### src/rtl/flash_status_pkg.sv
// package: register map, field layout and timing for the flash status poller
package flash_status_pkg;

    // apb register byte offsets
    localparam logic [7:0] off_ctrl    = 8'h00;
    localparam logic [7:0] off_addr    = 8'h04;
    localparam logic [7:0] off_status  = 8'h08;
    localparam logic [7:0] off_data    = 8'h0c;

    // ctrl fields
    localparam int ctrl_start_bit   = 0;
    localparam int ctrl_abort_bit   = 1;
    localparam int ctrl_erase_bit   = 2;

    // status fields
    localparam int st_busy_bit      = 0;
    localparam int st_done_bit      = 1;
    localparam int st_fail_bit      = 2;
    localparam int st_rb_bit        = 3;
    localparam int st_timer_bit     = 4;
    localparam int st_suspend_bit   = 5;

    // flash data bit positions
    localparam int dq_poll          = 7;
    localparam int dq_toggle1       = 6;
    localparam int dq_limit         = 5;
    localparam int dq_timer         = 3;
    localparam int dq_toggle2       = 2;

    // reset values
    localparam logic [18:0] addr_reset = 19'h00000;

    // bus timing: strobe low time and recovery, in ns
    localparam int clk_period_ns    = 40;
    localparam int read_access_ns   = 70;
    localparam int write_pulse_ns   = 35;
    localparam int reset_cmd_ns     = 40;
    localparam int read_cycles      = (read_access_ns + clk_period_ns - 1) / clk_period_ns;
    localparam int write_cycles     = (write_pulse_ns + clk_period_ns - 1) / clk_period_ns;
    localparam int recover_cycles   = (reset_cmd_ns + clk_period_ns - 1) / clk_period_ns;

    // reset command byte
    localparam logic [7:0] cmd_reset = 8'hf0;

    // flash pin bundle driven by the controller
    typedef struct packed {
        logic [18:0] addr;
        logic        ce_n;
        logic        oe_n;
        logic        we_n;
        logic [7:0]  dq_out;
        logic        dq_oe_n;
    } flash_pins_s;

    // bus cycle request to the strobe engine
    typedef struct packed {
        logic        write;
        logic [18:0] addr;
        logic [7:0]  data;
    } bus_req_s;

endpackage

### src/rtl/flash_status_poller.sv
// host side poller: runs the toggle-bit completion check on an external flash over apb orders
// Contract
// - host reads full byte twice in a row and compares toggle bits
// - toggle unchanged over two reads means done; next read gives array data
// - still toggling: check limit flag, if high test toggling again
// - still toggling after limit flag high: failed, host writes reset command
// - after stopping to do other work, restart check from first two reads
// - after any limit failure host issues reset command
// - host ignores bit three only if extra commands come under 50 us apart
// - host confirms acceptance, then checks bit three before and after extras
// - polling and bit two reads use program address or erase-selected sector
//
// The APB register port and the register offsets were chosen for this implementation.
`timescale 1ns/1ns
`default_nettype none
module flash_status_poller #(
    parameter int rd_cycles  = flash_status_pkg::read_cycles,
    parameter int wr_cycles  = flash_status_pkg::write_cycles,
    parameter int rec_cycles = flash_status_pkg::recover_cycles
) (
    // clock and reset
    input  wire logic                      pclk,
    input  wire logic                      presetn,
    // apb slave
    input  wire logic                      psel,
    input  wire logic                      penable,
    input  wire logic                      pwrite,
    input  wire logic [7:0]                paddr,
    input  wire logic [31:0]               pwdata,
    output logic [31:0]                    prdata,
    output logic                           pready,
    output logic                           pslverr,
    // flash pins
    output flash_status_pkg::flash_pins_s  flash_pins,
    input  wire logic [7:0]                flash_dq_in,
    input  wire logic                      ready_busy_out
);

    ////////////////////////////////////////////////////////////////////////
    // poll state machine
    typedef enum logic [7:0] {
        p_idle    = 8'b0000_0001,
        p_read1   = 8'b0000_0010,
        p_read2   = 8'b0000_0100,
        p_read3   = 8'b0000_1000,
        p_read4   = 8'b0001_0000,
        p_reset   = 8'b0010_0000,
        p_final   = 8'b0100_0000,
        p_report  = 8'b1000_0000
    } poll_e;

    poll_e       state;
    poll_e       next_state;
    logic [18:0] status_addr;
    logic        erase_mode;
    logic [7:0]  first_byte;
    logic [7:0]  last_byte;
    logic [7:0]  array_byte;
    logic        busy;
    logic        done;
    logic        fail;
    logic        timer_seen;
    logic        suspend_seen;

    // engine wires
    logic                        req_valid;
    flash_status_pkg::bus_req_s  req;
    logic                        req_ready;
    logic                        rsp_valid;
    logic [7:0]                  rsp_data;

    // toggle compare: bit six always, bit two in erase mode only
    function automatic logic toggled(input logic [7:0] a, input logic [7:0] b, input logic erase);
        toggled = (a[flash_status_pkg::dq_toggle1] != b[flash_status_pkg::dq_toggle1]) ||
                  (erase && (a[flash_status_pkg::dq_toggle2] != b[flash_status_pkg::dq_toggle2]));
    endfunction

    ////////////////////////////////////////////////////////////////////////
    // apb decode; zero wait states, unmapped reads zero with error
    wire apb_access = psel && penable;
    wire wr_ctrl    = apb_access && pwrite && (paddr == flash_status_pkg::off_ctrl);
    wire wr_addr    = apb_access && pwrite && (paddr == flash_status_pkg::off_addr);
    wire hit        = (paddr == flash_status_pkg::off_ctrl) || (paddr == flash_status_pkg::off_addr) ||
                      (paddr == flash_status_pkg::off_status) || (paddr == flash_status_pkg::off_data);
    wire start_cmd  = wr_ctrl && pwdata[flash_status_pkg::ctrl_start_bit] && !busy;
    wire abort_cmd  = wr_ctrl && pwdata[flash_status_pkg::ctrl_abort_bit];

    assign pready  = 1'b1;
    assign pslverr = apb_access && !hit;

    wire [31:0] status_word = {26'h0000000,
                               suspend_seen,
                               timer_seen,
                               ready_busy_out,
                               fail,
                               done,
                               busy};

    always_comb begin
        prdata = 32'h0000_0000;
        if (apb_access && !pwrite) begin
            unique case (paddr)
                flash_status_pkg::off_ctrl:   prdata = {29'h0000_0000, erase_mode, 2'b00};
                flash_status_pkg::off_addr:   prdata = {13'h0000, status_addr};
                flash_status_pkg::off_status: prdata = status_word;
                flash_status_pkg::off_data:   prdata = {24'h00_0000, array_byte};
                default:                      prdata = 32'h0000_0000;
            endcase
        end
    end

    ////////////////////////////////////////////////////////////////////////
    // engine requests: status reads at the valid address, or the reset command
    // valid status address
    // the cycle that brings an answer issues nothing, so each request is built from its own state
    assign req_valid  = (state != p_idle) && (state != p_report) && req_ready && !rsp_valid;
    assign req.write  = (state == p_reset);
    assign req.addr   = status_addr;
    assign req.data   = flash_status_pkg::cmd_reset;

    wire tog12 = toggled(first_byte, rsp_data, erase_mode);
    wire tog34 = toggled(last_byte, rsp_data, erase_mode);

    // next state on each completed bus cycle
    always_comb begin
        next_state = state;
        unique case (state)
            p_idle: begin
                // every start begins at the two-read step
                if (start_cmd) begin
                    next_state = p_read1;
                end
            end
            p_read1: begin
                if (rsp_valid) begin
                    next_state = p_read2;
                end
            end
            p_read2: begin
                // no toggle: read array data next
                if (rsp_valid) begin
                    if (!tog12) begin
                        next_state = p_final;
                    end else if (rsp_data[flash_status_pkg::dq_limit]) begin
                        next_state = p_read3;
                    end else begin
                        next_state = p_read1;
                    end
                end
            end
            p_read3: begin
                if (rsp_valid) begin
                    next_state = p_read4;
                end
            end
            p_read4: begin
                if (rsp_valid) begin
                    next_state = tog34 ? p_reset : p_final;
                end
            end
            p_reset: begin
                if (rsp_valid) begin
                    next_state = p_report;
                end
            end
            p_final: begin
                if (rsp_valid) begin
                    next_state = p_report;
                end
            end
            p_report: next_state = p_idle;
        endcase
        if (abort_cmd) begin
            next_state = p_idle;
        end
    end

    ////////////////////////////////////////////////////////////////////////
    // state and configuration registers
    always_ff @(posedge pclk or negedge presetn) begin
        if (!presetn) begin
            state       <= p_idle;
            status_addr <= flash_status_pkg::addr_reset;
            erase_mode  <= 1'b0;
        end else begin
            state <= next_state;
            if (wr_addr && !busy) begin
                status_addr <= pwdata[18:0];
            end
            if (start_cmd) begin
                erase_mode <= pwdata[flash_status_pkg::ctrl_erase_bit];
            end
        end
    end

    // captured reads: first of a pair, and the first read of the recheck pair
    always_ff @(posedge pclk or negedge presetn) begin
        if (!presetn) begin
            first_byte <= 8'h00;
            last_byte  <= 8'h00;
            array_byte <= 8'h00;
        end else if (rsp_valid) begin
            if (state == p_read1) begin
                first_byte <= rsp_data;
            end
            if (state == p_read3) begin
                last_byte <= rsp_data;
            end
            if (state == p_final) begin
                array_byte <= rsp_data;
            end
        end
    end

    // outcome flags; a new start clears them and sets busy
    // bit three seen high means erase window closed
    // host can read the timer bit after each extra command
    always_ff @(posedge pclk or negedge presetn) begin
        if (!presetn) begin
            busy         <= 1'b0;
            done         <= 1'b0;
            fail         <= 1'b0;
            timer_seen   <= 1'b0;
            suspend_seen <= 1'b0;
        end else begin
            if (start_cmd) begin
                busy         <= 1'b1;
                done         <= 1'b0;
                fail         <= 1'b0;
                timer_seen   <= 1'b0;
                suspend_seen <= 1'b0;
            end else if (abort_cmd || state == p_report) begin
                busy <= 1'b0;
            end
            if (state == p_report) begin
                done <= 1'b1;
            end
            if (state == p_reset && rsp_valid) begin
                fail <= 1'b1;
            end
            if (rsp_valid && (state == p_read1 || state == p_read2)) begin
                timer_seen   <= rsp_data[flash_status_pkg::dq_timer];
            end
            // bit six steady while bit two toggles: suspended sector
            if (rsp_valid && state == p_read2) begin
                suspend_seen <= erase_mode &&
                                !(first_byte[flash_status_pkg::dq_toggle1] ^ rsp_data[flash_status_pkg::dq_toggle1]) &&
                                (first_byte[flash_status_pkg::dq_toggle2] ^ rsp_data[flash_status_pkg::dq_toggle2]);
            end
        end
    end

    ////////////////////////////////////////////////////////////////////////
    // strobe engine
    flash_bus_cycle #(
        .rd_cycles  (rd_cycles),
        .wr_cycles  (wr_cycles),
        .rec_cycles (rec_cycles)
    ) u_cycle (
        .pclk      (pclk),
        .presetn   (presetn),
        .req_valid (req_valid),
        .req       (req),
        .req_ready (req_ready),
        .rsp_valid (rsp_valid),
        .rsp_data  (rsp_data),
        .pins      (flash_pins),
        .dq_in     (flash_dq_in)
    );

endmodule
`default_nettype wire

### src/rtl/flash_bus_cycle.sv
// strobe engine: one read or write cycle on the flash pins per request
`timescale 1ns/1ns
`default_nettype none
module flash_bus_cycle #(
    parameter int rd_cycles  = flash_status_pkg::read_cycles,
    parameter int wr_cycles  = flash_status_pkg::write_cycles,
    parameter int rec_cycles = flash_status_pkg::recover_cycles
) (
    // clock and reset
    input  wire logic                        pclk,
    input  wire logic                        presetn,
    // request and answer
    input  wire logic                        req_valid,
    input  wire flash_status_pkg::bus_req_s  req,
    output logic                             req_ready,
    output logic                             rsp_valid,
    output logic [7:0]                       rsp_data,
    // flash pins
    output flash_status_pkg::flash_pins_s    pins,
    input  wire logic [7:0]                  dq_in
);

    typedef enum logic [2:0] {
        s_idle   = 3'b001,
        s_strobe = 3'b010,
        s_rec    = 3'b100
    } cyc_e;

    cyc_e       state;
    logic [3:0] cnt;
    logic       is_write;

    wire strobe_end = (cnt == 4'h0);

    assign req_ready = (state == s_idle);

    ////////////////////////////////////////////////////////////////////////
    // sequence: address setup with strobe, then recovery high time
    always_ff @(posedge pclk or negedge presetn) begin
        if (!presetn) begin
            state     <= s_idle;
            cnt       <= 4'h0;
            is_write  <= 1'b0;
            rsp_valid <= 1'b0;
            rsp_data  <= 8'h00;
            pins      <= '{addr: 19'h00000, ce_n: 1'b1, oe_n: 1'b1, we_n: 1'b1,
                           dq_out: 8'h00, dq_oe_n: 1'b1};
        end else begin
            rsp_valid <= 1'b0;
            unique case (state)
                s_idle: begin
                    if (req_valid) begin
                        state        <= s_strobe;
                        is_write     <= req.write;
                        pins.addr    <= req.addr;
                        pins.dq_out  <= req.data;
                        pins.ce_n    <= 1'b0;
                        pins.oe_n    <= req.write;
                        pins.we_n    <= ~req.write;
                        pins.dq_oe_n <= ~req.write;
                        cnt          <= req.write ? 4'(wr_cycles - 1) : 4'(rd_cycles - 1);
                    end
                end
                s_strobe: begin
                    if (strobe_end) begin
                        // data latched at the rising strobe; each ce or oe frame is one read
                        state        <= s_rec;
                        pins.ce_n    <= 1'b1;
                        pins.oe_n    <= 1'b1;
                        pins.we_n    <= 1'b1;
                        rsp_data     <= is_write ? 8'h00 : dq_in;
                        cnt          <= 4'(rec_cycles - 1);
                    end else begin
                        cnt <= cnt - 4'h1;
                    end
                end
                s_rec: begin
                    // keep data driven one extra cycle for hold time
                    pins.dq_oe_n <= 1'b1;
                    if (strobe_end) begin
                        state     <= s_idle;
                        rsp_valid <= 1'b1;
                    end else begin
                        cnt <= cnt - 4'h1;
                    end
                end
                default: state <= s_idle;
            endcase
        end
    end

endmodule
`default_nettype wire

### config.mk
export PLATFORM = sky130hd
export DESIGN_NAME = flash_status_poller
export DESIGN_NICKNAME = d
export VERILOG_FILES = /design/src/rtl/flash_status_pkg.sv /design/src/rtl/flash_status_poller.sv /design/src/rtl/flash_bus_cycle.sv
export SDC_FILE = /design/constraint.sdc
export NUM_CORES = 1
export LEC_CHECK = 0
export ABC_AREA = 1
export BUFFER_PORTS_ARGS = -buffer_cell sky130_fd_sc_hd__clkbuf_2
export CAP_MARGIN = 20
export CORE_UTILIZATION = 53
export CTS_CLUSTER_SIZE = 25
export DETAILED_ROUTE_END_ITERATION = 12
export PLACE_DENSITY = 0.79
export SLEW_MARGIN = 20
export SYNTH_ARGS = -nofsm -noshare
export SYNTH_HDL_FRONTEND = slang
export SYNTH_SLANG_ARGS = --single-unit
### constraint.sdc
create_clock -name pclk -period 1.78 [get_ports pclk]
set_input_delay 0.356 -clock pclk [delete_from_list [all_inputs] [get_ports pclk]]
set_output_delay 0.356 -clock pclk [all_outputs]
set_load 0.005 [all_outputs]
; Word-level counts from Yosys, hierarchy flattened
; Index checks and enable logic that the tools add are counted.
[word_totals]
regBits = 96
inputBits = 54
out_inout_bits = 65
word_cells = 145
[op_classes]
add_sub_neg = 1
n_eq_ne = 30
muxes = 36
n_bitwise = 3
n_reduce_logical = 53
[ops]
columns = cell, n
row1 = one-hot mux 19 bit (4 select lines), 1
row2 = two-way mux 8 bit, 8
row3 = one-hot mux 8 bit (7 select lines), 1
row4 = two-way mux 32 bit, 1
row5 = == test 8 x 4 -> 1 bit (second input constant), 3
row6 = logical AND 1 bit, 20
row7 = == test 8 x 3 -> 1 bit (second input constant), 2
row8 = two-way mux 4 bit, 4
row9 = two-way mux 7 bit, 2
row10 = nonzero test 2 bit, 7
row11 = two-way mux 12 bit, 1
row12 = two-way mux 3 bit, 4
row13 = != test 3 x 2 -> 1 bit (second input constant), 4
row14 = one-hot mux 4 bit (3 select lines), 1
row15 = AND reduction 2 bit, 6
row16 = two-way mux 1 bit, 10
row17 = one-hot mux 3 bit (3 select lines), 1
row18 = AND reduction 3 bit, 3
row19 = == test 8 x 1 -> 1 bit (second input constant), 1
row20 = == test 8 x 2 -> 1 bit (second input constant), 1
row21 = == test 8 x 5 -> 1 bit (second input constant), 1
row22 = == test 8 x 6 -> 1 bit (second input constant), 1
row23 = == test 8 x 7 -> 1 bit (second input constant), 1
row24 = == test 8 bit (second input constant), 1
row25 = other kinds (22), 38

; Depth between registers and ports, before layout
[logic_depth]
word_depth = 8
mapped_depth = 11
depth_no_buf = 11

; Hierarchy
; From an unflattened synthesis, not the netlist that was laid out.
[unflattened]
cells_unflattened = 593
hier_area_um2 = 4773.3
[by_module_without_submodules]
columns = module, n_inst, cells_per_inst, area_per_inst_um2, seq_area_each_um2
row1 = flash_status_poller, 1, 358, 2733.9, 1127.3
row2 = flash_bus_cycle, 1, 235, 2039.5, 1207.4

; Worst setup path before layout
; OpenSTA, ideal clock, no wires.
[synth_path]
path_type = input to output
startpoint = input port paddr[1]
endpoint = output port prdata[10]
arrival_time_ns = 1.328
t_required_ns = 1.424
slack_ns = 0.096
path_stages = 8
path_buffers = 1
path_cell_list = nor2_4 inv_1 nor2_1 inv_1 nor3_4 inv_1 buf_6 nor3_1
[synth_via]
elab_chain_cells = 3
word_cells_on_any_way = 6
cone_classes = 3 x eq/ne / 2 x mux / 1 x reduce/logical
[synth_rtl]
columns = item, line
row1 = "start, declared", flash_status_poller.sv:28  ; input wire logic [7:0] paddr,
row2 = "== test 8 x 4 -> 1 bit, or another cell as far along", flash_status_poller.sv:102  ; unique case (paddr)
row3 = one-hot mux 19 bit (4 select lines) *, flash_status_poller.sv:102
row4 = two-way mux 32 bit *, flash_status_poller.sv:101  ; if (apb_access && !pwrite) begin
row5 = "end, declared", flash_status_poller.sv:30  ; output logic [31:0] prdata,
; Every way passes the cells marked *; elsewhere a longest branch is shown, timed or not.

; Final worst setup path
[layout_path]
startpoint = input port paddr[4]
endpoint = output port prdata[2]
; Same word-level chain as after synthesis.

==> flow_results.org <==
** Synthesis
- Per-instance average area after synthesis :: 8.06 um^2
- Yosys printed 0 warnings.
- The biggest area contributor in the post-synthesis netlist is dfrtp_1.
- Cell count after synthesis :: around 540
- Synthesis inferred 86 register bits.
- Netlist Area Pre-Place :: 4360 um^2
- Leading cell types by count after synthesis :: nand2_1, inv_1, dfrtp_1
- In the synthesized netlist the dominant register cell turns out to be dfrtp_1.
- Ys async rst share :: 100%
- Number of enable-type register cells in the synthesized netlist :: 0
- Yosys instantiated no cell more often than nand2_1.
- After synthesis, flip-flops and latches occupy around half of the total area.
- In this run the biggest area consumer among cell types represents 45.9% of the synthesized area.
- Number of distinct library cells after synthesis :: 39
- Cells taking the most area after synthesis :: dfrtp_1, nand2_1, inv_1

** Pwr
- Maximum vdd ir drop :: 809 uV
- Combinational share of power :: 31.7%
- In this run, flip-flops and latches consume 43.4% of the power.
- Portion of total power attributed to the clock network :: 25.0%
- Net switching power of the design :: between 2 and 2.5 mW
- Of the total power, the share spent switching nets is a little under two fifths.
- The internal portion of the total power is 3.64 mW.
- In this run the static leakage power is between 2 and 3 nW.
- For this design the ratio of total power to cell area is 1060 nW/um^2.

** Worst setup path
- STA puts the critical path data required time at 1.42 ns.
- In this run the critical register-to-register path is launched from u_cycle.state[0].
- Number of cell instances on the worst register-to-register path :: 7
- For this run, the slowest stage of the critical path takes 0.26 ns.
- Crit-path cells :: buf_6 -> nor2_4 -> nand2_2 -> nor2_2 -> inv_2 -> nor3_4 -> clkinvlp_4 -> buf_6 -> a41oi_2 -> buf_2
- Startpoint class of the critical path :: input pin
- Category of the worst setup path capture point :: output port
- For the worst setup path, the data arrival time is 1.67 ns.
- Startpoint of the most critical setup path :: paddr[4]
- Among the stages of the critical path, the cell type that occurs most often is buf_6.
- The critical path is of the in -> out type.
- Endpoint of the worst register-to-register path :: u_cycle.cnt[1]
- Worst reg-to-reg setup slack :: approximately 0.12 ns
- Along the worst path, the maximum fanout reaches 5.
- Among all stages on the critical path, the largest delay is contributed by nor3_4.

** Worst hold path
- Path category of the worst min-delay check :: in -> reg
- Number of instances on the worst hold path :: 3
- For hold timing, the worst endpoint is status_addr[17].
- The startpoint identified for the worst hold timing path is pwdata[17].

** Floorplanning
- Number of placement rows :: 32
- Pin placement for this block handled around 120 I/O pins.
- Floorplan die area :: roughly 8600 um^2
- Core box area :: just under 8000 um^2
- Die Y-Extent :: 92.7 um
- Effective utilization at floorplan :: 55.5%
- The floorplan step set the die width to 92.7 um.

** CTS
- TritonCTS built the clock tree.
- CTS Buf Count :: 9
- Clock tree root driver cell :: clkbuf_8
- CTS Sinks :: 86
- At the later pin of the worst-skew pair, clock insertion delay measures 0.36 ns.
- Worst-case clock buffer depth :: 2
- Clock transition at the registers of the reported paths :: about 0.09 ns
- H-tree lvl count :: 3

** Route
- Dividing the detail-routed via count by the number of cells gives 5.17.
- For this block, the routed nets add up to 10300 um of wire.
- Number of iterations in the first detailed-routing pass :: 5
- Initial DRC count :: 245
- Antenna Violating Nets Remaining :: 0
- Avg WL per Cell :: approximately 14 um
- After detailed routing, the number of remaining DRC violations is 0.
- Summing over every cut layer, the via total after detailed routing is 3932.

** Timing
- Tcrit/Tclk final :: 114%
- Clock skew after layout :: 0.0103 ns
- The final number of max-transition violations came to 0.
- Final critical delay including setup and external delays :: 2.02 ns
- Static timing analysis puts the maximum clock frequency at 495 MHz.
- Setup repair after global routing could not meet its margin everywhere.
- Setup violations remaining at the end of the flow were counted as 20.
- In the post-route analysis, the smallest setup slack over all paths is -0.242 ns.
- Final number of hold-violating endpoints :: 0
- Hold slack :: 0.200 ns

** Outcome
- Violated checks :: negative setup slack
- The run finished, with violations left.

** GRT
- The first global-routing pass estimated between 15000 and 20000 um of wire.
- After global routing the overflow that remains totals 0.
- For this run, the total global-route usage over all layers was measured as between 20% and 30%.
- Largest net degree at the start of global routing :: 57
- The number of global-route vias before repair was 3607.
- Initial antenna violation count :: 0

** Finish
- Excluding fillers, the count of instances in the completed layout stands at 761.
- Relative to the synthesized area, the layout overhead comes to 24.5%.
- Cells with a size suffix above 1 make up between 20 and 30% of the layout.
- 0 antenna diodes ended up in the layout.
- Final layout net count :: 709

** Place
- During placement, the flow inserted port buffers numbering 87.
- Summed over all nets, the half-perimeter wirelength after detailed placement is 7160 um.
- Routability-driven placement finished with a final weighted congestion of 0.924.
- At the placement stage, the worst setup path has a slack of -0.229 ns.
- The number of placed instances, taps included, is 735.

** Job
- Across the run, the number of max-cap violations was 0.
-- placed cells by master (no fill, tap or decap), types with 3 or more instances in the layout --
cell / Yosys / final
nand3_1: 54 / 52
clkbuf_8: 0 / 9
dfrtp_1: 80 / 80
dfstp_2: 6 / 6
nand2_1: 112 / 109
nor3_4: 1 / 3
buf_6: 3 / 11
inv_2: 3 / 4
nor3_1: 14 / 4
buf_4: 22 / 23
clkbuf_2: 0 / 76
buf_2: 5 / 7
nand4_1: 7 / 7
o21ai_0: 58 / 58
o21ai_1: 11 / 11
nor2_1: 32 / 24
nand2_2: 2 / 5
inv_1: 86 / 83
nand3_2: 1 / 3
a21oi_1: 7 / 5
conb_1: 2 / 18
nor3_2: 0 / 8
o211ai_1: 6 / 6
nor2_4: 2 / 5
nor2_2: 6 / 11
-- power by group through the flow --
stage	sequential [mW]	clock, mW	combinational, mW
floorplan	2.49	0	1.18
global placement	2.51	0	1.63
detailed placement	2.52	0	1.69
CTS	2.49	1.45	1.71
global route	2.53	1.53	2.06
finish	2.49	1.44	1.82
-- critical path, delay by kind of cell --
| kind | cells | cell delay (ns) |
|---|---|---|
| buf+inv | 5 | 0.61 |
| compound gates | 1 | 0.15 |
| simple gates | 4 | 0.52 |
-- flip-flops by register name (all words and copies together), names as in the netlist, 2 cells and up --
register	count
first_byte	2
u_cycle.cnt	4
array_byte	8
status_addr	19
u_cycle.state	3
u_cycle.rsp_data	8
state	8
last_byte	2
u_cycle.pins	24
-- what timing repair did --
| action | 4_1_cts | 5_1_grt |
|---|---|---|
| gates cloned | 0 | 1 |
| hold buffers | 1 | 0 |
| resized for setup | 17 | 39 |
| pin swaps | 4 | 15 |
| setup endpoints to repair | 19 | 44 |
| setup buffers | 8 | 2 |
| endpoints found under the hold margin | 24 | 0 |
-- logic make-up after synthesis --
family	Yosys count	share of synthesized area (%)
other cells	2	0.172
compound gates	86	10.7
fa+ha+maj	1	0.287
simple gates	237	25.3
buf+inv	126	13.5
flops	86	49.5
xor+xnor	3	0.603
-- worst max-delay path by stage --
stage,endpoint,slack (ns),depth (start not counted)
after CTS,prdata[10],-0.15,10
after detailed placement,prdata[13],-0.23,9
after floorplan,prdata[10],0.1,8
after global routing,prdata[2],-0.33,10
after global placement,prdata[2],-0.13,9
final,prdata[2],-0.24,10
-- metal layers --
metal  routed length (um)  track usage (%)
met2                 5140             41.7
met3                  504             3.61
met5                    0                0
met1                 4440             33.2
met4                  208             7.31
-- cell type report --
| cell class | instances | area (um^2) |
|---|---|---|
| fillers | 606 | 2420 |
| flip-flops and latches | 86 | 2160 |
| multi-input cells | 346 | 1820 |
| repair buffers | 120 | 762 |
| inverters | 91 | 350 |
| well taps | 102 | 128 |
| clock buffers | 9 | 124 |
| clock inverters | 7 | 80.1 |
-- through the flow --
step | TNS, ns | cell area [um^2] | power, mW | util [%]
6_report | -3.08 | 5430 | 5.75 | 69.2
2_1_floorplan | 0 | 4420 | 3.67 | -
4_1_cts | -1.85 | 5280 | 5.64 | 67.3
5_1_grt | -4.67 | 5430 | 6.11 | 69.2
3_5_place_dp | -2.27 | 4950 | 4.21 | 63.0
3_3_place_gp | -1.26 | 4950 | 4.13 | 63.0
Note: power is estimated with default switching activity, not from simulation.
